[src/tsp_pkg.sv]
// Constants and types shared by the eight-bit timer and its shared divider.
// Assumes one system clock, four clock cycles to an instruction cycle.
package tsp_pkg;

    // ========================================================================
    // Option control field positions and reset value
    // ========================================================================
    localparam int unsigned OPT_CSS_BIT   = 5;
    localparam int unsigned OPT_EDGE_BIT  = 4;
    localparam int unsigned OPT_PSA_BIT   = 3;
    localparam int unsigned OPT_RATIO_LSB = 0;
    localparam int unsigned OPT_RATIO_MSB = 2;
    localparam logic [7:0]  OPTION_RESET  = 8'hFF;

    // ========================================================================
    // Count, divider and write inhibit values
    // ========================================================================
    localparam logic [7:0]  COUNT_MAX      = 8'hFF;
    localparam logic [7:0]  COUNT_ZERO     = 8'h00;
    localparam logic [7:0]  COUNT_ONE      = 8'h01;
    localparam logic [7:0]  DIV_ZERO       = 8'h00;
    localparam logic [1:0]  INHIBIT_CYCLES = 2'h2;
    localparam logic [1:0]  INHIBIT_NONE   = 2'h0;

    // ========================================================================
    // Internal clock phases, Gray coded around the instruction cycle
    // ========================================================================
    typedef enum logic [1:0] {
        TSP_Q1 = 2'b00,
        TSP_Q2 = 2'b01,
        TSP_Q3 = 2'b11,
        TSP_Q4 = 2'b10
    } tsp_phase_t;

endpackage

[src/tsp_divider.sv]
// Shared eight-bit divider: prescaler of the timer or postscaler of the
// supervision timer. Assumes all strobes are one-cycle pulses on clk_sys_i.
`timescale 1ns/1ps
`default_nettype none

module tsp_divider (
    input  wire logic       clk_sys_i,
    input  wire logic       rst_i,
    input  wire logic       clear_i,
    input  wire logic       to_timer_i,
    input  wire logic [2:0] ratio_i,
    input  wire logic       event_i,
    input  wire logic       sup_tick_i,
    output logic            timer_carry_o,
    output logic            timer_level_o,
    output logic            sup_tick_o
);
    import tsp_pkg::*;

    // ========================================================================
    // Divider state
    // ========================================================================
    function automatic logic [7:0] low_mask(input logic [3:0] n);
        logic [7:0] m;
        m = 8'h00;
        for (int i = 0; i < 8; i++) begin
            m[i] = (i < int'(n));
        end
        return m;
    endfunction

    logic [7:0] count_q;
    logic [7:0] count_d;
    logic       step;

    always_comb begin
        step    = to_timer_i ? event_i : sup_tick_i; // RULE9
        count_d = count_q;
        if (clear_i) begin
            count_d = DIV_ZERO;
        end else if (step) begin
            count_d = count_q + COUNT_ONE;
        end
    end

    always_ff @(posedge clk_sys_i) begin
        if (rst_i) begin
            count_q <= DIV_ZERO;
        end else begin
            count_q <= count_d;
        end
    end

    // ========================================================================
    // Outputs
    // ========================================================================
    // One carry per 2 to 256 timer events.
    assign timer_carry_o = to_timer_i & event_i & ~clear_i
                         & (&(count_q | ~low_mask({1'b0, ratio_i} + 4'h1))); // RULE8 RULE21
    // The selected bit toggles every half period, so it is symmetrical.
    assign timer_level_o = count_q[ratio_i]; // RULE17
    // Unassigned, the supervision ticks pass through undivided.
    assign sup_tick_o = to_timer_i ? sup_tick_i
                      : sup_tick_i & (&(count_q | ~low_mask({1'b0, ratio_i}))); // RULE9 RULE21
endmodule

`default_nettype wire

[src/tsp_timer.sv]
// Eight-bit timer/counter with a shared eight-bit prescaler.
// Assumes clk_sys_i is the oscillator clock and all inputs are synchronous.
//
// Notes on behaviour
// RULE1 - Eight-bit count; rollover to zero sets flag.
// RULE2 - Source select clear: count every instruction cycle.
// RULE3 - Any count write stops counting two cycles.
// RULE4 - Source select set: count external pin edges.
// RULE5 - Edge select clear rising, set falling.
// RULE6 - Assign bit clear: prescaler to timer.
// RULE7 - Prescaler count is never readable or writable.
// RULE8 - Timer ratio 1:2 to 1:256 by field.
// RULE9 - One divider; unassigned side runs undivided.
// RULE10 - Count write clears prescaler when timer-assigned.
// RULE11 - Supervision clear clears prescaler when assigned.
// RULE12 - Interrupt request only while enable bit set.
// RULE13 - Software clears the flag; hardware never does.
// RULE14 - Timer stopped during sleep; no wake.
// RULE15 - Prescaler output sampled on phases two, four.
// RULE16 - Undivided pin high and low two periods.
// RULE17 - Pin divided before sampling, symmetrical output.
// RULE18 - Divided pin period four periods over ratio.
// RULE19 - Prescaler reassignment allowed at any time.
// RULE20 - Software uses safe sequence moving assignment back.
// RULE21 - Field doubles ratios; supervision 1:1 to 1:128.
// RULE22 - Option bits reset to all ones.
`timescale 1ns/1ps
`default_nettype none

module tsp_timer (
    input  wire logic       clk_sys_i,
    input  wire logic       rst_i,
    input  wire logic       option_wr_i,
    input  wire logic [7:0] option_wdata_i,
    output logic      [7:0] option_o,
    input  wire logic       count_wr_i,
    input  wire logic [7:0] count_wdata_i,
    output logic      [7:0] count_register_o,
    input  wire logic       overflow_flag_clr_i,
    input  wire logic       overflow_irq_enable_i,
    output logic            overflow_flag_o,
    output logic            irq_o,
    input  wire logic       sleep_i,
    input  wire logic       external_count_input_i,
    input  wire logic       supervision_clear_i,
    input  wire logic       supervision_tick_i,
    output logic            supervision_tick_o,
    output logic            instr_tick_o
);
    import tsp_pkg::*;

    // ========================================================================
    // Internal clock phases
    // ========================================================================
    tsp_phase_t phase_q;
    tsp_phase_t phase_d;
    logic       instr_tick;
    logic       sample_now;

    always_comb begin
        unique case (phase_q)
            TSP_Q1: begin
                phase_d = TSP_Q2;
            end
            TSP_Q2: begin
                phase_d = TSP_Q3;
            end
            TSP_Q3: begin
                phase_d = TSP_Q4;
            end
            TSP_Q4: begin
                phase_d = TSP_Q1;
            end
        endcase
    end

    always_ff @(posedge clk_sys_i) begin
        if (rst_i) begin
            phase_q <= TSP_Q1;
        end else begin
            phase_q <= phase_d;
        end
    end

    assign instr_tick   = (phase_q == TSP_Q4);
    assign sample_now   = (phase_q == TSP_Q2) || (phase_q == TSP_Q4); // RULE15
    assign instr_tick_o = instr_tick;

    // ========================================================================
    // Option control
    // ========================================================================
    logic [7:0] option_q;
    logic [7:0] option_d;
    logic       css;
    logic       edge_sel;
    logic       prescaler_assign;
    logic [2:0] ratio;

    // A new assignment takes effect at once; software orders the steps.
    always_comb begin
        option_d = option_q;
        if (option_wr_i) begin
            option_d = option_wdata_i; // RULE19
        end
    end

    always_ff @(posedge clk_sys_i) begin
        if (rst_i) begin
            option_q <= OPTION_RESET; // RULE22
        end else begin
            option_q <= option_d;
        end
    end

    assign css      = option_q[OPT_CSS_BIT];
    assign edge_sel = option_q[OPT_EDGE_BIT];
    assign prescaler_assign      = option_q[OPT_PSA_BIT];
    assign ratio    = option_q[OPT_RATIO_MSB:OPT_RATIO_LSB];
    assign option_o = option_q;

    // ========================================================================
    // External source edge and sampling
    // ========================================================================
    logic src_level;
    logic src_prev_q;
    logic src_prev_d;
    logic src_rise;
    logic pre_out;
    logic samp_q;
    logic samp_d;
    logic rise_q;
    logic rise_d;
    logic timer_carry;
    logic timer_level;
    logic div_event;
    logic div_clear;

    // Inverting the pin turns a falling edge into a rising one.
    assign src_level = external_count_input_i ^ edge_sel; // RULE5
    assign src_rise  = src_level & ~src_prev_q;

    // The divider keeps counting pin edges in sleep; only the count stops.
    assign div_event = css ? src_rise : (instr_tick & ~sleep_i); // RULE4 RULE2
    assign div_clear = (count_wr_i & ~prescaler_assign) // RULE10
                     | (supervision_clear_i & prescaler_assign); // RULE11

    // Without the prescaler the pin level goes straight to the sampler.
    assign pre_out = prescaler_assign ? src_level : timer_level; // RULE17 RULE6

    always_comb begin
        src_prev_d = src_level;
        samp_d     = samp_q;
        rise_d     = 1'b0;
        if (sample_now) begin
            samp_d = pre_out; // RULE15
            rise_d = pre_out & ~samp_q;
        end
    end

    always_ff @(posedge clk_sys_i) begin
        if (rst_i) begin
            // Both start high, so no level seen at the first sample after
            // reset can pass for a rising edge, whatever the pin idles at.
            src_prev_q <= 1'b1;
            samp_q     <= 1'b1;
            rise_q     <= 1'b0;
        end else begin
            src_prev_q <= src_prev_d;
            samp_q     <= samp_d;
            rise_q     <= rise_d;
        end
    end

    // The divider count stays inside; nothing reads or loads it.
    tsp_divider u_div ( // RULE7
        .clk_sys_i     (clk_sys_i),
        .rst_i         (rst_i),
        .clear_i       (div_clear),
        .to_timer_i    (~prescaler_assign),
        .ratio_i       (ratio),
        .event_i       (div_event),
        .sup_tick_i    (supervision_tick_i),
        .timer_carry_o (timer_carry),
        .timer_level_o (timer_level),
        .sup_tick_o    (supervision_tick_o)
    );

    // ========================================================================
    // Count, write inhibit and overflow flag
    // ========================================================================
    logic [7:0] count_q;
    logic [7:0] count_d;
    logic [1:0] inhibit_q;
    logic [1:0] inhibit_d;
    logic       flag_q;
    logic       flag_d;
    logic       raw_inc;
    logic       inc;
    logic       overflow;

    always_comb begin
        if (css) begin
            raw_inc = rise_q; // RULE4
        end else if (prescaler_assign) begin
            raw_inc = instr_tick; // RULE2
        end else begin
            raw_inc = timer_carry; // RULE8
        end
    end

    assign inc      = raw_inc & ~sleep_i & (inhibit_q == INHIBIT_NONE) & ~count_wr_i; // RULE14 RULE3
    assign overflow = inc & (count_q == COUNT_MAX); // RULE1

    always_comb begin
        count_d   = count_q;
        inhibit_d = inhibit_q;
        flag_d    = flag_q;
        if (count_wr_i) begin
            count_d   = count_wdata_i;
            inhibit_d = INHIBIT_CYCLES; // RULE3
        end else begin
            if (inc) begin
                count_d = count_q + COUNT_ONE; // RULE1
            end
            if (instr_tick && inhibit_q != INHIBIT_NONE) begin
                inhibit_d = inhibit_q - 2'h1;
            end
        end
        // A rollover in the clearing cycle keeps the flag set.
        if (overflow) begin
            flag_d = 1'b1; // RULE1
        end else if (overflow_flag_clr_i) begin
            flag_d = 1'b0;
        end
    end

    always_ff @(posedge clk_sys_i) begin
        if (rst_i) begin
            count_q   <= COUNT_ZERO;
            inhibit_q <= INHIBIT_NONE;
            flag_q    <= 1'b0;
        end else begin
            count_q   <= count_d;
            inhibit_q <= inhibit_d;
            flag_q    <= flag_d;
        end
    end

    assign count_register_o = count_q;
    assign overflow_flag_o  = flag_q;
    // Sleep stops the count, so no overflow can arrive to wake the core.
    assign irq_o = flag_q & overflow_irq_enable_i; // RULE12
endmodule

`default_nettype wire
[config.mk]
export PLATFORM = sky130hd
export DESIGN_NAME = tsp_timer
export DESIGN_NICKNAME = d
export VERILOG_FILES = /design/src/tsp_pkg.sv /design/src/tsp_divider.sv /design/src/tsp_timer.sv
export SDC_FILE = /design/constraint.sdc
export NUM_CORES = 1
export LEC_CHECK = 0
export BUFFER_PORTS_ARGS = -buffer_cell sky130_fd_sc_hd__buf_2
export CAP_MARGIN = 20
export CORE_ASPECT_RATIO = 0.7
export CORE_MARGIN = 3
export CORE_UTILIZATION = 50
export CTS_CLUSTER_SIZE = 14
export DETAILED_ROUTE_END_ITERATION = 16
export PLACE_DENSITY_LB_ADDON = 0.15
export SLEW_MARGIN = 20
export SYNTH_ARGS = -nofsm -noshare
export SYNTH_HDL_FRONTEND = slang
export SYNTH_SLANG_ARGS = --single-unit
[constraint.sdc]
create_clock -name clk_sys_i -period 2.4 [get_ports clk_sys_i]
set_input_delay 0.48 -clock clk_sys_i [delete_from_list [all_inputs] [get_ports clk_sys_i]]
set_output_delay 0.48 -clock clk_sys_i [all_outputs]
set_load 0.1 [all_outputs]
==> results of run 1 <==
## flip-flops by register name (all words and copies together) (netlist names)
| name | flops |
|---|---|
| src_prev_q | 1 |
| phase_q | 2 |
| count_register_o | 8 |
| rise_q | 1 |
| overflow_flag_o | 1 |
| inhibit_q | 2 |
| samp_q | 1 |
| option_o | 8 |
| u_div.count_q | 8 |
## synth_stat cells (all sizes together), types with 2 or more instances
library cell   n  area share
inv           11       0.023
nand4          4       0.014
o21ai          5       0.014
ha             8       0.055
nor2          22       0.045
nand3          6       0.016
or2b           3       0.014
nor4           3       0.010
nand2b         3       0.010
a21oi          8       0.022
buf            5       0.027
xnor2          3       0.014
dfxtp         32        0.35
nand2         24       0.049
xor2           8       0.038
a22oi          2      0.0082
and2           3       0.011
clkbuf         6       0.023
nor3           4       0.011
mux4           2       0.027
o211ai         4       0.016
a211oi         4       0.016
and3           4       0.014
mux2i         16       0.088
o311ai         3       0.014
## per-layer routing
layer,share of wire,up-vias
met1,0.51,710
met4,0.023,0
li1,-,823
met2,0.40,54
met3,0.070,14
met5,0,-
## cells by family (layout without fill, tap and decap cells)
logic type	count (synthesis)	after routing	share of synthesized area
buffers and inverters	22	67	0.0726
and+or+nand+nor	83	83	0.224
muxes	19	19	0.121
AOI/OAI and AO/OA	33	33	0.125
xor gates and xnor gates	11	11	0.0527
adders and majority gates	8	8	0.0548
DFF	32	32	0.351
## stage by stage
| step | cells | worst slack [ps] | util |
|---|---|---|---|
| 4_1_cts | 300 | 75.5 | 0.662 |
| 5_1_grt | 300 | 14.1 | 0.663 |
| 3_5_place_dp | 293 | 235 | 0.633 |
| 6_report | 300 | 98.1 | 0.663 |
| 2_1_floorplan | 208 | 5.75 | - |
| 3_3_place_gp | 293 | 269 | 0.633 |
## final timing paths
kind	slack, ps	depth (start not counted)	end
setup reg to reg	210	8	overflow_flag_o
setup / recovery	100	6	supervision_tick_o
hold reg to reg	430	1	rise_q
hold / removal	410	3	option_o[1]
## final cells by class
cell class	count	area, µm²	share of cell area
flip-flops and latches	32	653	0.297
well taps	47	58.8	0.0268
clock buffers	7	96.3	0.0438
repair buffers	49	270	0.123
inverters	11	41.3	0.0188
multi-input cells	154	1080	0.491
## repair_timing
| item | CTS | global route |
|---|---|---|
| gates resized for setup | 0 | 2 |
| endpoints found under the setup margin | 0 | 1 |
| endpoints found under the hold margin | 0 | 0 |
## worst reg2reg max path: cells and delay by family, from the launching register on
kind	cells	cell delay [ps]
AOI/OAI and AO/OA	4	650
adders and majority gates	1	310
buffers and inverters	2	280
and+or+nand+nor	1	520
DFF	1	370
## power breakdown
group          leakage [nW]  switching [mW]  internal (mW)
Combinational         0.686           0.228         0.0878
Sequential            0.264          0.0338          0.561
Clock                0.0503           0.187          0.255
==> reports/metrics.cfg, run 1 <==
[critical_path]
endpoint_kind=output port
timing_worst_setup_path_type=reg -> out
critical_path.slowest_cell=sky130_fd_sc_hd__dfxtp_1
required_ps=1920
crit_path_dat_ps=1820
slowest_delay_ps=490
crit_path_start_kind=flip-flop
critical_path.max_fanout=8
critical_path_buf_inv_count=1
worst_setup_path_startpoint=u_div.count_q[2]
r2r_start=option_o[0]
path_cells=nand2_1 -> a21o_1 -> a21oi_1 -> o211ai_1 -> a31oi_4 -> buf_12
cp_top_family=compound AO/OA/AOI/OAI gates

[clock_tree]
post-cts-setup-buffers=0
cts_num_sinks=32
htree_num_levels=2
tritoncts=built
clk_root_buffer_cell=sky130_fd_sc_hd__clkbuf_8
clock_latency_ps=280
number_of_hold_repair_buffers_added_at_the_cts_stage=0
cts.reportedPaths.clkPinSlew_ps=60
max-clock-path-buffers=2
numCtsBuffers=5

[synth]
yosys.cell_types.count=48
netlist_instances=208
synth.net_count=242
ys_async_sr_fraction=0
post_synthesis_instance_area_um2=1830
synth.avg_cell_area_um2=8.78
synth.yosys.seq_area_share=0.351
synth-edff-count=0
ys_seq_elements=32
ys_dominant_reg_cell=sky130_fd_sc_hd__dfxtp_1
synthesis.yosys.warnings=0

[outcome]
status=completed

[power]
power_per_cell_area_nw_per_um2=615
power.total_mw=1.35
leakage_nw=1.00
vdd.ir_drop.worst_uv=467

[sta]
worst_pin_slew_ps=575
maxSlewHeadroom=0.614
timing.clock.skew_ps=5.01
timing.setup.tns_ps=0
final_hold_viol_count=0
timing_max_transition_violations_final=0
rsz0062_at_grt=false
fin_worst_hold_slack_ps=413
report.final.setup_viol=0
final.min_clock_period_ps=2300
fmax_ghz=0.434
final_min_period_over_clock_period=0.959

[hold_path]
timing.hold.worst.start=option_wdata_i[1]
min-delay-path-class=in -> reg

[detailed_routing]
route.vias.total=1601
drt.antenna.violating_nets=0
routed_wl_um=4100
detail_route.drc_violations=0
dr.first_iter.drc_count=125
avgRoutedWirePerCell_um=13.7
vias_per_cell=5.34
detail_route.first_pass.iterations=4

[global_route]
global_route.usage.total=0.203
grt_max_degree=18
global_route.overflow_total=0
first_global_vias=1496
grt_util_met1=0.307
global_route.usage.met2=0.260
use_met3=0.0545
top_usage_layer=met1
grt_pass1_wl_um=7000
antenna_violations_before_repair=0

[floorplanning]
boundaryPins=46
start_util=0.551
die_area_um2=4430
die_width_um=78.2
core_area_um2=3320
chipHeight_um=56.6
rows=17

[finish]
layout.cell_area.non_filler_um2=2200
fillers=305
nNetsFinal=287
layout.cells.most_common=sky130_fd_sc_hd__buf_2
antenna_cells=0
most-common-layout-cells=44 x sky130_fd_sc_hd__buf_2, 24 x sky130_fd_sc_hd__nand2_1, 24 x sky130_fd_sc_hd__dfxtp_1
share_of_cells_above_drive_strength_1=0.300
syn2layout_area_growth_pct=20.3

[placement]
dp_hpwl_um=3140
post_dp_cell_area_um2=2100
port_buffers=45
place_congestion=0.830

[flow_run]
cap_viol_max_count=0

(Power assumes the default switching activity.)
==> run 2, diff against run 1 <==
--- a/config.mk
+++ b/config.mk
@@ -9,7 +9,7 @@
 export CAP_MARGIN = 20
 export CORE_ASPECT_RATIO = 0.7
 export CORE_MARGIN = 3
-export CORE_UTILIZATION = 50
+export CORE_UTILIZATION = 30
 export CTS_CLUSTER_SIZE = 14
 export DETAILED_ROUTE_END_ITERATION = 16
 export PLACE_DENSITY_LB_ADDON = 0.15
==> run 2 against run 1 <==
Worst hold slack worse by 3.0 ps. Final area is 3.6% higher. Flip-flop and latch count unchanged. Setup slack better by 60 ps. Count of clock-buffer cells in the layout is 1 lower. Cell count rose by 11%. Critical path type unchanged. Sequential power fell by 0.7%. Clock power shrank 3%. Power fell by 0.36%.
==> reports/metrics.cfg, run 2 (same netlist as run 1, synthesis figures left out) <==
[outcome]
status=completed

[floorplanning]
boundaryPins=46
rows=23
chipHeight_um=71.3
start_util=0.314
die_area_um2=7080
core_area_um2=5810
die_width_um=99.3

[detailed_routing]
detail_route.first_pass.iterations=4
drt.antenna.violating_nets=0
avgRoutedWirePerCell_um=13.0
detail_route.drc_violations=0
route.vias.total=1583
routed_wl_um=4330
vias_per_cell=4.74
dr.first_iter.drc_count=129

[placement]
port_buffers=45
dp_hpwl_um=3330
place_congestion=0.799

[critical_path]
crit_path_dat_ps=1760
path_cells=nand2_1 -> a21o_1 -> a21oi_1 -> o211ai_1 -> a31oi_4 -> buf_12
endpoint_kind=output port
crit_path_start_kind=flip-flop
timing_worst_setup_path_type=reg -> out
critical_path.max_fanout=8
slowest_delay_ps=480
cp_top_family=compound AO/OA/AOI/OAI gates
required_ps=1920
critical_path_buf_inv_count=1
critical_path.slowest_cell=sky130_fd_sc_hd__dfxtp_1

[finish]
syn2layout_area_growth_pct=24.7
antenna_cells=0
post-route-util=0.392
share_of_cells_above_drive_strength_1=0.309
nNetsFinal=292
layout.cells.most_common=sky130_fd_sc_hd__buf_2
regArea_um2=651
most-common-layout-cells=44 x sky130_fd_sc_hd__buf_2, 26 x sky130_fd_sc_hd__dfxtp_1, 24 x sky130_fd_sc_hd__nand2_1
multi_input_comb_area_um2=1080
fillers=605

[sta]
timing_max_transition_violations_final=0
rsz0062_at_grt=false
final_min_period_over_clock_period=0.934
final.min_clock_period_ps=2240
report.final.setup_viol=0
timing.setup.tns_ps=0
timing.clock.skew_ps=8.19
worst_pin_slew_ps=680
fmax_ghz=0.446
final_hold_viol_count=0
maxSlewHeadroom=0.544

[clock_tree]
number_of_hold_repair_buffers_added_at_the_cts_stage=0
cts_num_sinks=32
max-clock-path-buffers=2
cts.reportedPaths.clkPinSlew_ps=70
post-cts-setup-buffers=0
cts.repair.resized=0
clk_root_buffer_cell=sky130_fd_sc_hd__clkbuf_8
numCtsBuffers=5
clock_latency_ps=280
htree_num_levels=2
tritoncts=built

[power]
power_per_cell_area_nw_per_um2=592
leakage_nw=1.03
vdd.ir_drop.worst_uv=315

[global_route]
global_route.usage.total=0.129
use_met3=0.0399
global_route.usage.met2=0.167
grt_util_met1=0.192
grt_pass1_wl_um=7190
grt_max_degree=17
antenna_violations_before_repair=0
top_usage_layer=met1
first_global_vias=1467
global_route.overflow_total=0

[flow_run]
cap_viol_max_count=0

[hold_path]
min-delay-path-class=in -> reg

==> run 2: cell count changes in the layout (fill, tap and decap cells not counted) <==
cell                       before  now
sky130_fd_sc_hd__clkbuf_8       7    6
sky130_fd_sc_hd__dfxtp_1       24   26
sky130_fd_sc_hd__dfxtp_2        7    5
sky130_fd_sc_hd__buf_12         1    2
sky130_fd_sc_hd__buf_4          4    8
sky130_fd_sc_hd__clkinv_2       0    2
==> run 2: tightest hold or removal path, delay by kind of cell <==
family	cells	cell delay [ps]
simple gates	1	60
mux	1	50
buf+inv	1	70
==> run 2: area by class of cell <==
cell class,count,share of cell area
clock inverters,2,0.00440
multi-input cells,154,0.474
inverters,11,0.0181
flip-flops and latches,32,0.286
clock buffers,6,0.0363
repair buffers,54,0.141
well taps,75,0.0412
==> run 2: final timing paths <==
kind / startpoint / to / slack (ps) / cells past startpoint
setup / recovery: u_div.count_q[2] / supervision_tick_o / 160 / 6
hold / removal: option_wdata_i[6] / option_o[6] / 410 / 3
setup reg to reg: option_o[0] / overflow_flag_o / 240 / 8
hold reg to reg: samp_q / rise_q / 440 / 1
==> run 2: layer usage <==
layer / up-vias / wire length (µm)
met2: 41 / 1690
met5: - / 0
li1: 836 / -
met4: 0 / 98
met1: 698 / 2300
met3: 8 / 245
==> run 2: power breakdown <==
group / internal [mW] / switching, mW / total, mW
combinational: 0.0939 / 0.234 / 0.328
clock: 0.229 / 0.200 / 0.429
sequential: 0.560 / 0.0305 / 0.591
==> run 2: per-stage QoR <==
stage / area (µm²) / hold slack [ps] / cells / total power, mW / setup slack, ps
detailed placement: 2180 / 427 / 326 / 0.931 / 247
global route: 2280 / 409 / 334 / 1.42 / 6.43
CTS: 2280 / 402 / 334 / 1.37 / 134
floorplan: 1850 / 401 / 208 / 0.855 / 5.75
global placement: 2180 / 424 / 326 / 0.931 / 284
finish: 2280 / 410 / 334 / 1.35 / 158
